$ cat config.mk
export PLATFORM = sky130hd
export DESIGN_NAME = accumulator_rotate_round_unit
export DESIGN_NICKNAME = d
export VERILOG_FILES = /design/src/core/rotate_round_pkg.sv /design/src/core/round_divider.sv /design/src/core/accumulator_rotate_round_unit.sv
export SDC_FILE = /design/constraint.sdc
export NUM_CORES = 1
export LEC_CHECK = 0
export BUFFER_PORTS_ARGS = -buffer_cell sky130_fd_sc_hd__clkbuf_2
export CAP_MARGIN = 5
export CORE_MARGIN = 8
export CORE_UTILIZATION = 29
export CTS_CLUSTER_DIAMETER = 100
export DETAILED_ROUTE_END_ITERATION = 8
export HOLD_SLACK_MARGIN = 0.12
export SETUP_SLACK_MARGIN = 0.1
export SYNTH_ARGS = -nofsm -noshare
export SYNTH_HDL_FRONTEND = slang
export SYNTH_SLANG_ARGS = --single-unit
$ cat constraint.sdc
create_clock -name clk -period 7.8 [get_ports clk]
set_input_delay 2.34 -clock clk [delete_from_list [all_inputs] [get_ports clk]]
set_output_delay 2.34 -clock clk [all_outputs]
set_load 0.02 [all_outputs]
$ cat src/core/rotate_round_pkg.sv
// Package with the constants shared by the rotate and round unit
package rotate_round_pkg;

	// Default accumulator width in bits
	localparam int ACC_W = 24;
	// Width of the repeat count operand
	localparam int COUNT_W = 4;

	// Register port address width
	localparam int ADDR_W = 4;
	// Register map, word addresses on the plain register port
	localparam logic [3:0] ADDR_ACC0 = 4'h0;
	localparam logic [3:0] ADDR_ACC1 = 4'h1;
	localparam logic [3:0] ADDR_ACC2 = 4'h2;
	localparam logic [3:0] ADDR_ACC3 = 4'h3;
	localparam logic [3:0] ADDR_FLAGS = 4'h4;
	localparam logic [3:0] ADDR_STATUS = 4'h5;

	// Flag register field positions
	localparam int FLAG_C_POS = 0;
	localparam int FLAG_O_POS = 1;
	localparam int FLAG_S_POS = 2;
	localparam int FLAG_Z_POS = 3;
	// Status register field positions
	localparam int STAT_BUSY_POS = 0;
	localparam int STAT_BYTES_POS = 4;

	// Values after reset
	localparam logic FLAG_RESET = 1'b0;
	localparam logic [2:0] BYTES_RESET = 3'h0;

	// Code length of each instruction in bytes
	localparam logic [2:0] BYTES_ROT_PLAIN = 3'h1;
	localparam logic [2:0] BYTES_ROT_COUNT = 3'h2;
	localparam logic [2:0] BYTES_ROUND = 3'h7;
	localparam logic [2:0] BYTES_SET_CARRY = 3'h1;

	// Index of the accumulator that rounding works on
	localparam logic [1:0] ROUND_ACC = 2'h0;

	// Instruction codes on the instruction port
	typedef enum logic [1:0] {
		OP_ROTATE_LEFT_CARRY,
		OP_ROTATE_RIGHT_CARRY,
		OP_ROUND,
		OP_FORCE_CARRY_ONE
	} op_t;

endpackage

$ cat src/core/round_divider.sv
// Restoring unsigned divider used by the rounding instruction
`timescale 1ns/1ps
module round_divider #(
	parameter int W = 24
) (
	input wire logic clk,
	input wire logic rst_n,
	input wire logic start,
	input wire logic [W-1:0] dividend,
	input wire logic [W-1:0] divisor,
	output logic done,
	output logic [W-1:0] quotient,
	output logic [W-1:0] remainder
);
	localparam int CW = $clog2(W + 1);
	localparam logic [CW-1:0] STEPS = CW'(W);

	// Partial remainder, one bit wider for the compare
	logic [W:0] rem;
	// Quotient shift register, starts holding the dividend
	logic [W-1:0] quo;
	// Remaining quotient bits
	logic [CW-1:0] cnt;
	// Divisor held for the whole division
	logic [W-1:0] div;

	// One restoring step
	wire [W:0] shifted = {rem[W-1:0], quo[W-1]};
	wire fits = shifted >= {1'b0, div};
	wire [W:0] next_rem = fits ? shifted - {1'b0, div} : shifted;
	wire [W-1:0] next_quo = {quo[W-2:0], fits};

	// One quotient bit per cycle, W cycles in all
	always_ff @(posedge clk or negedge rst_n) begin
		if (!rst_n) begin
			rem <= '0;
			quo <= '0;
			div <= '0;
			cnt <= '0;
			done <= 1'b0;
		end else if (start) begin
			rem <= '0;
			quo <= dividend;
			div <= divisor;
			cnt <= STEPS;
			done <= 1'b0;
		end else if (cnt != '0) begin
			rem <= next_rem;
			quo <= next_quo;
			cnt <= cnt - CW'(1);
			done <= (cnt == CW'(1));
		end else begin
			done <= 1'b0;
		end
	end

	// Results are stable once done has pulsed
	assign quotient = quo;
	assign remainder = rem[W-1:0];
endmodule

$ cat src/core/accumulator_rotate_round_unit.sv
// Rotate through carry, rounding and set carry unit on the general accumulators
//
// Summary of operation
// - Rotates pick one of four accumulators, optional count
// - Left step: carry into LSB, MSB to carry
// - Counted left rotate repeats the single step
// - Left rotate sets C O S Z from last step
// - Right step: carry into MSB, LSB to carry
// - Counted right rotate repeats the single step
// - Right rotate sets C O S Z from last step
// - Rotate: one byte, one cycle; counted: two, 1+count
// - Rounding uses first accumulator, seven code bytes
// - Round magnitude down below half, up at half or more
// - Set carry forces C one, O zero, one cycle
`timescale 1ns/1ps
module accumulator_rotate_round_unit #(
	parameter int ACC_W = rotate_round_pkg::ACC_W
) (
	input wire logic clk,
	input wire logic rst_n,
	// Instruction port from the decoder
	input wire logic op_valid,
	input wire logic [1:0] op_code,
	input wire logic [1:0] op_acc,
	input wire logic op_has_count,
	input wire logic [rotate_round_pkg::COUNT_W-1:0] op_count,
	input wire logic [ACC_W-1:0] op_divisor,
	output logic op_ready,
	output logic op_done,
	output logic [2:0] op_bytes,
	// Register port
	input wire logic [rotate_round_pkg::ADDR_W-1:0] reg_addr,
	input wire logic [ACC_W-1:0] reg_wdata,
	input wire logic reg_write,
	input wire logic reg_read,
	output logic [ACC_W-1:0] reg_rdata,
	// Flag register
	output logic flag_carry,
	output logic flag_overflow,
	output logic flag_sign,
	output logic flag_zero
);
	localparam int CNT_W = rotate_round_pkg::COUNT_W;

	// Engine states
	typedef enum logic [1:0] {
		ST_IDLE,
		ST_ROTATE,
		ST_ROUND_DIV,
		ST_ROUND_FIX
	} state_t;

	// Current engine state
	state_t state;
	// Next engine state, also used to time op_ready
	state_t next_state;

	// The four general accumulators
	logic [ACC_W-1:0] general_accumulator [4];

	// Accumulator and direction held for a counted rotate
	logic [1:0] run_acc;
	logic run_right;
	// Steps still to run
	logic [CNT_W-1:0] steps_left;
	// Divisor and sign held during rounding
	logic [ACC_W-1:0] run_div;
	logic run_neg;

	// Decode of the incoming instruction
	wire take = op_valid && op_ready;
	wire is_rot_left = op_code == 2'(rotate_round_pkg::OP_ROTATE_LEFT_CARRY);
	wire is_rot_right = op_code == 2'(rotate_round_pkg::OP_ROTATE_RIGHT_CARRY);
	wire is_round = op_code == 2'(rotate_round_pkg::OP_ROUND);
	wire is_force_carry = op_code == 2'(rotate_round_pkg::OP_FORCE_CARRY_ONE);
	wire is_rotate = is_rot_left || is_rot_right;
	// A missing count means exactly one step
	wire take_single = take && is_rotate && !op_has_count;
	// A count of zero only spends the fetch cycle
	wire take_counted = take && is_rotate && op_has_count && (op_count != '0);
	wire take_empty = take && is_rotate && op_has_count && (op_count == '0);
	// Round always works on the first accumulator, op_acc is unused
	wire take_round = take && is_round;
	// Set carry is a single-cycle flag update
	wire take_force = take && is_force_carry;

	// Step source: the new instruction, or the held one while running
	wire in_rotate = state == ST_ROTATE;
	wire [1:0] step_acc = in_rotate ? run_acc : op_acc;
	wire step_right = in_rotate ? run_right : is_rot_right;
	wire [ACC_W-1:0] step_src = general_accumulator[step_acc];

	// Left step: old carry into bit 0, top bit out to carry
	wire [ACC_W-1:0] left_res = {step_src[ACC_W-2:0], flag_carry};
	wire left_carry = step_src[ACC_W-1];
	// Right step: old carry into the top bit, bit 0 out to carry
	wire [ACC_W-1:0] right_res = {flag_carry, step_src[ACC_W-1:1]};
	wire right_carry = step_src[0];
	wire [ACC_W-1:0] step_res = step_right ? right_res : left_res;
	wire step_carry = step_right ? right_carry : left_carry;
	// Overflow marks a change of sign across the step
	wire step_ovf = step_src[ACC_W-1] ^ step_res[ACC_W-1];
	wire step_sign = step_res[ACC_W-1];
	wire step_zero = step_res == '0;
	// A step is applied on a single rotate or on each running cycle
	wire do_step = take_single || in_rotate;
	wire last_step = in_rotate && (steps_left == CNT_W'(1));

	// Rounding on the magnitude of the first accumulator
	wire [ACC_W-1:0] round_src = general_accumulator[rotate_round_pkg::ROUND_ACC];
	wire round_src_neg = round_src[ACC_W-1];
	wire [ACC_W-1:0] round_mag = round_src_neg ? ACC_W'(-round_src) : round_src;
	// A zero divisor leaves the value as it is
	wire round_trivial = op_divisor == '0;
	wire div_start = take_round && !round_trivial;
	wire div_done;
	wire [ACC_W-1:0] div_quo;
	wire [ACC_W-1:0] div_rem;

	// Quotient back to a multiple of the division
	wire [2*ACC_W-1:0] round_prod = div_quo * run_div;
	wire [ACC_W-1:0] round_floor = round_prod[ACC_W-1:0];
	// Twice the remainder against the division decides the direction
	wire round_up = {div_rem, 1'b0} >= {1'b0, run_div};
	wire [ACC_W-1:0] round_mag_new = round_up ? round_floor + run_div : round_floor;
	wire [ACC_W-1:0] round_res = run_neg ? ACC_W'(-round_mag_new) : round_mag_new;
	wire round_write = state == ST_ROUND_FIX;

	// Register port decode
	// Status is read-only, so it has no write decode
	wire bus_idle = state == ST_IDLE;
	wire sel_acc = reg_addr <= rotate_round_pkg::ADDR_ACC3;
	wire sel_flags = reg_addr == rotate_round_pkg::ADDR_FLAGS;
	wire sel_status = reg_addr == rotate_round_pkg::ADDR_STATUS;
	// Writes are held off while an instruction owns the datapath
	wire wr_acc = reg_write && sel_acc && bus_idle && !take;
	wire wr_flags = reg_write && sel_flags && bus_idle && !take;
	wire [1:0] wr_idx = reg_addr[1:0];

	// Read data selection, unmapped addresses read zero
	// Accumulator reads go through the same index as writes
	wire [ACC_W-1:0] flags_word = ACC_W'({flag_zero, flag_sign, flag_overflow, flag_carry});
	// Status: busy and the last code length, placed at their package positions
	wire [ACC_W-1:0] status_word = (ACC_W'(op_bytes) << rotate_round_pkg::STAT_BYTES_POS) |
		(ACC_W'(!op_ready) << rotate_round_pkg::STAT_BUSY_POS);
	wire [ACC_W-1:0] next_rdata = sel_acc ? general_accumulator[wr_idx] :
		sel_flags ? flags_word :
		sel_status ? status_word : '0;

	// Code length of the instruction being taken
	wire [2:0] next_bytes = is_round ? rotate_round_pkg::BYTES_ROUND :
		is_force_carry ? rotate_round_pkg::BYTES_SET_CARRY :
		op_has_count ? rotate_round_pkg::BYTES_ROT_COUNT :
		rotate_round_pkg::BYTES_ROT_PLAIN;

	// Instruction finishes in this cycle
	wire finish = take_single || take_empty || take_force ||
		(take_round && round_trivial) || last_step || round_write;

	// Divider for the rounding subroutine
	// The divider latches the divisor itself at start
	round_divider #(
		.W(ACC_W)
	) u_divider (
		.clk(clk),
		.rst_n(rst_n),
		.start(div_start),
		.dividend(round_mag),
		.divisor(op_divisor),
		.done(div_done),
		.quotient(div_quo),
		.remainder(div_rem)
	);

	// Next state of the engine
	always_comb begin
		next_state = state;
		case (state)
			ST_IDLE: begin
				// Single-cycle instructions finish without leaving idle
				if (take_counted) begin
					next_state = ST_ROTATE;
				end else if (div_start) begin
					next_state = ST_ROUND_DIV;
				end
			end
			ST_ROTATE: begin
				// Leave after the step that uses up the count
				if (last_step) begin
					next_state = ST_IDLE;
				end
			end
			ST_ROUND_DIV: begin
				// One quotient bit per cycle until the divider reports done
				if (div_done) begin
					next_state = ST_ROUND_FIX;
				end
			end
			ST_ROUND_FIX: begin
				// Rounded value is written on the edge that leaves
				next_state = ST_IDLE;
			end
			default: begin
				// Unused encoding falls back to idle
				next_state = ST_IDLE;
			end
		endcase
	end

	// State register
	always_ff @(posedge clk or negedge rst_n) begin
		if (!rst_n) begin
			state <= ST_IDLE;
		end else begin
			state <= next_state;
		end
	end

	// Operands held for multi-cycle instructions
	// Sign is caught at take; the divider only sees the magnitude
	always_ff @(posedge clk or negedge rst_n) begin
		if (!rst_n) begin
			run_acc <= 2'h0;
			run_right <= 1'b0;
			run_div <= '0;
			run_neg <= 1'b0;
		end else if (take) begin
			run_acc <= op_acc;
			run_right <= is_rot_right;
			run_div <= op_divisor;
			run_neg <= round_src_neg;
		end
	end

	// Step counter, loaded with the count and run down to one
	// Running down to one makes last_step a plain compare
	always_ff @(posedge clk or negedge rst_n) begin
		if (!rst_n) begin
			steps_left <= '0;
		end else if (take_counted) begin
			steps_left <= op_count;
		end else if (in_rotate) begin
			steps_left <= steps_left - CNT_W'(1);
		end
	end

	// Accumulators: engine results win over register writes
	always_ff @(posedge clk or negedge rst_n) begin
		if (!rst_n) begin
			for (int i = 0; i < 4; i++) begin
				general_accumulator[i] <= '0;
			end
		end else if (do_step) begin
			// Each cycle of a counted rotate is one full step
			general_accumulator[step_acc] <= step_res;
		end else if (round_write) begin
			// Rounded result back into the first accumulator
			general_accumulator[rotate_round_pkg::ROUND_ACC] <= round_res;
		end else if (wr_acc) begin
			// Software load, only reached while idle and not taking
			general_accumulator[wr_idx] <= reg_wdata;
		end
	end

	// Carry follows every step, so the final carry is the last step's
	// Steps and set carry never meet, only one instruction runs
	always_ff @(posedge clk or negedge rst_n) begin
		if (!rst_n) begin
			flag_carry <= rotate_round_pkg::FLAG_RESET;
		end else if (do_step) begin
			flag_carry <= step_carry;
		end else if (take_force) begin
			flag_carry <= 1'b1;
		end else if (wr_flags) begin
			flag_carry <= reg_wdata[rotate_round_pkg::FLAG_C_POS];
		end
	end

	// Overflow: sign change of a step, cleared by set carry
	// Rounding may wrap without marking overflow
	always_ff @(posedge clk or negedge rst_n) begin
		if (!rst_n) begin
			flag_overflow <= rotate_round_pkg::FLAG_RESET;
		end else if (do_step) begin
			flag_overflow <= step_ovf;
		end else if (take_force) begin
			flag_overflow <= 1'b0;
		end else if (wr_flags) begin
			flag_overflow <= reg_wdata[rotate_round_pkg::FLAG_O_POS];
		end
	end

	// Sign and zero describe the rotate result; rounding leaves them
	// Set carry leaves them as well
	always_ff @(posedge clk or negedge rst_n) begin
		if (!rst_n) begin
			flag_sign <= rotate_round_pkg::FLAG_RESET;
			flag_zero <= rotate_round_pkg::FLAG_RESET;
		end else if (do_step) begin
			flag_sign <= step_sign;
			flag_zero <= step_zero;
		end else if (wr_flags) begin
			flag_sign <= reg_wdata[rotate_round_pkg::FLAG_S_POS];
			flag_zero <= reg_wdata[rotate_round_pkg::FLAG_Z_POS];
		end
	end

	// Ready drops for multi-cycle work and returns with the finish
	// Registered from next_state so it is a flop yet never a cycle late
	always_ff @(posedge clk or negedge rst_n) begin
		if (!rst_n) begin
			op_ready <= 1'b1;
		end else begin
			op_ready <= (next_state == ST_IDLE);
		end
	end

	// Done pulse and code length of the finished instruction
	// Code length is latched at take so software can read it while busy
	always_ff @(posedge clk or negedge rst_n) begin
		if (!rst_n) begin
			op_done <= 1'b0;
			op_bytes <= rotate_round_pkg::BYTES_RESET;
		end else begin
			op_done <= finish;
			if (take) begin
				op_bytes <= next_bytes;
			end
		end
	end

	// Read data one cycle after the strobe, zero otherwise
	// Zero between reads keeps stale data off the bus
	always_ff @(posedge clk or negedge rst_n) begin
		if (!rst_n) begin
			reg_rdata <= '0;
		end else if (reg_read) begin
			reg_rdata <= next_rdata;
		end else begin
			reg_rdata <= '0;
		end
	end
endmodule

==> run metrics <==
initial antenna violation count 0; area of the die 99800 sq um; number of vias per cell 5.22; synthesized instance count 3152; setup slack after placement -238 ps; min-delay worst type reg2reg; CTS Buf Count 31; Initial DRC Count 1834; status complete, but fails checks; area grow syn2layout 19.3%; vias in the first global route 24077; Critical-path top delay cell fa_1; Fmax 126 MHz; Vias 23751; WL/cell 19.7 um; crit start category flop; max_slew headroom 0.274; Max Slew Vio Count 0; Ports 99; hpwl dp 68.5 mm; H-tree depth 1; Overflow after GRT 0; Max Used Layer met4; IO Port Bufs 98; initial core utilization 0.291; DRC 0; final setup margin -120 ps; slew of the pin with the lowest slew margin 1090 ps; synthesized flop and latch total 241; Post-synth EDFFs 0; Skew-Pair Late Insertion Delay 610 ps; met2 WL 43.0 mm; root buf cell clkbuf_16; clock tree buffer depth 3; Core Area 89600 sq um; clk sinks 241; final wirelength 89.7 mm; Top FF cell, synth dfrtp_1; clk_skew 23.6 ps; synth warn 0; max cap viols 0; fillers 9225; clk slew on worst S/H paths 70 ps; Setup TNS -382 ps; die height 316 um; Final Net Count 3790; violated checks negative setup slack; TritonRoute pass-1 iters 6; sequential area share after synthesis 0.231; RD Place Congestion 0.908; CP arrival 8410 ps; CTS tree yes; largest net degree at the start of global routing 148; Antenna Nets Post-Route 0; RSZ-0062 raised after global routing yes; Fin. Hold Viols 0; Syn Nets 3592; final worst-path cycle share 1.02; syn avg cell area 8.28 sq um; final setup fails 8; Crit path largest cell delay 560 ps; wl on met1 37.0 mm; WL met3 5.67 mm; CP Capture Type flop; synthesized cell area 26100 sq um; Rows 110; Chip Width 316 um; FFs w/ async S/R, synth 1.00; WP data required 8290 ps; critical path class reg2reg; layout cells sized above 1 0.173; Synth cell types 90; Total GRT Usage 0.177; first-pass GRT wire length 140 mm; final worst path period need 7920 ps; Critical Path Fanout Max 4; Crit path top cell by count fa_1
-- worst paths after layout --
check	from	end	slack (ps)	depth (start not counted)
max	u_divider.quotient[9]	round_src[23]	-120	30
min	general_accumulator[13]	general_accumulator[13]	500	2
max reg2reg	u_divider.quotient[9]	round_src[23]	-120	30
min reg2reg	general_accumulator[13]	general_accumulator[13]	500	2
max in group asynchronous	rst_n	u_divider.div[10]	4700	2
min in group asynchronous	rst_n	general_accumulator[66]	1740	1
-- cells in the mapped netlist (all sizes together) (13+ instances only) --
library cell | instances | area [sq um]
a211oi | 40 | 310
a21o | 18 | 135
a21oi | 164 | 828
a22oi | 20 | 150
a31oi | 65 | 407
and2 | 190 | 1190
and3 | 33 | 206
buf | 27 | 123
clkbuf | 158 | 593
dfrtp | 240 | 6010
fa | 215 | 4300
ha | 159 | 1990
inv | 369 | 1390
mux2i | 39 | 390
mux4 | 22 | 495
nand2 | 476 | 1790
nand2b | 25 | 156
nand3 | 40 | 200
nand4 | 20 | 131
nor2 | 175 | 659
nor2b | 16 | 100
nor3 | 33 | 170
nor4 | 19 | 119
o21a | 13 | 97.6
o21ai | 250 | 1270
o31ai | 19 | 148
or3 | 18 | 113
xnor2 | 90 | 788
xor2 | 39 | 342
-- cell usage in the layout (no fill, tap or decap), types with 9 or more instances in the layout --
master / n
xor2_1: 36
nand2b_1: 25
ha_1: 143
a21o_1: 17
inv_1: 360
nand4_1: 19
a211oi_1: 37
and2_1: 187
nor3_1: 27
o21ai_1: 17
xnor2_1: 85
a32oi_1: 9
o211ai_1: 10
o31ai_1: 17
clkbuf_16: 31
mux2_2: 11
clkbuf_2: 97
a21oi_1: 156
and3_1: 31
nand2_1: 467
dfrtp_1: 225
buf_6: 20
a22oi_1: 20
a31oi_1: 63
nor4_1: 19
or3_1: 14
inv_2: 9
o21ai_0: 223
mux2i_1: 37
mux4_2: 22
o21ai_2: 9
buf_4: 228
o21a_1: 13
clkinv_2: 9
ha_4: 13
dfrtp_2: 15
fa_1: 213
nor2_1: 170
nand3_1: 37
nor2b_1: 15
-- flip-flops by register name, indices dropped and copies added (netlist names), 3 cells and up --
name / cells
u_divider.rem: 24
u_divider.quotient: 24
u_divider.div: 24
steps_left: 4
reg_rdata: 24
round_src: 24
general_accumulator: 72
u_divider.cnt: 5
run_div: 24
op_bytes: 3
-- final cells by class --
cell class | count | area (sq um) | share of cell area
clock inverter | 21 | 289 | 0.00929
clock buffer | 36 | 845 | 0.0271
timing repair buffer | 350 | 2510 | 0.0807
antenna | 1 | 2.50 | 0.0000804
inverter | 370 | 1390 | 0.0446
tap | 1176 | 1470 | 0.0473
sequential | 241 | 6050 | 0.194
multi-input combinational | 2356 | 18600 | 0.596
-- what timing repair did --
item                       in CTS  in global routing
buffers inserted               17                 22
setup endpoints to repair      12                 12
hold buffers                    0                  0
pin swaps                      51                 45
gates resized for setup        82                 57
-- metrics by stage --
stage               std cells  area [sq um]  hold WS, ps  utilization
floorplan                3152         26300          450            -
global route             4550         31100          528        0.347
detailed placement       4457         29100          482        0.325
CTS                      4531         30700          498        0.343
finish                   4551         31100          495        0.347
global placement         4457         29100          474        0.325
-- worst max-delay path, delay by kind of cell (launching register included) --
family	cells	cell delay [ps]
DFF	1	420
AOI/OAI and AO/OA	8	1830
adders and majority gates	9	3570
buffers and inverters	7	460
and+or+nand+nor	4	1150
xor gates and xnor gates	2	350
-- layer usage --
metal / track usage / up-vias
li1: - / 10917
met1: 0.226 / 11753
met2: 0.301 / 863
met3: 0.0208 / 218
met4: 0.0720 / 0
met5: 0 / -
-- cell families after synthesis --
logic type               synth area share
XOR/XNOR                           0.0433
AND/OR/NAND/NOR                     0.195
adder cells (fa/ha/maj)             0.241
multiplexers                       0.0391
flip-flops                          0.231
buffers and inverters              0.0807
AO/OA/AOI/OAI                       0.169
Power is not shown: default switching activity piles up to over one toggle a cycle in this logic, so the estimate is an artifact.
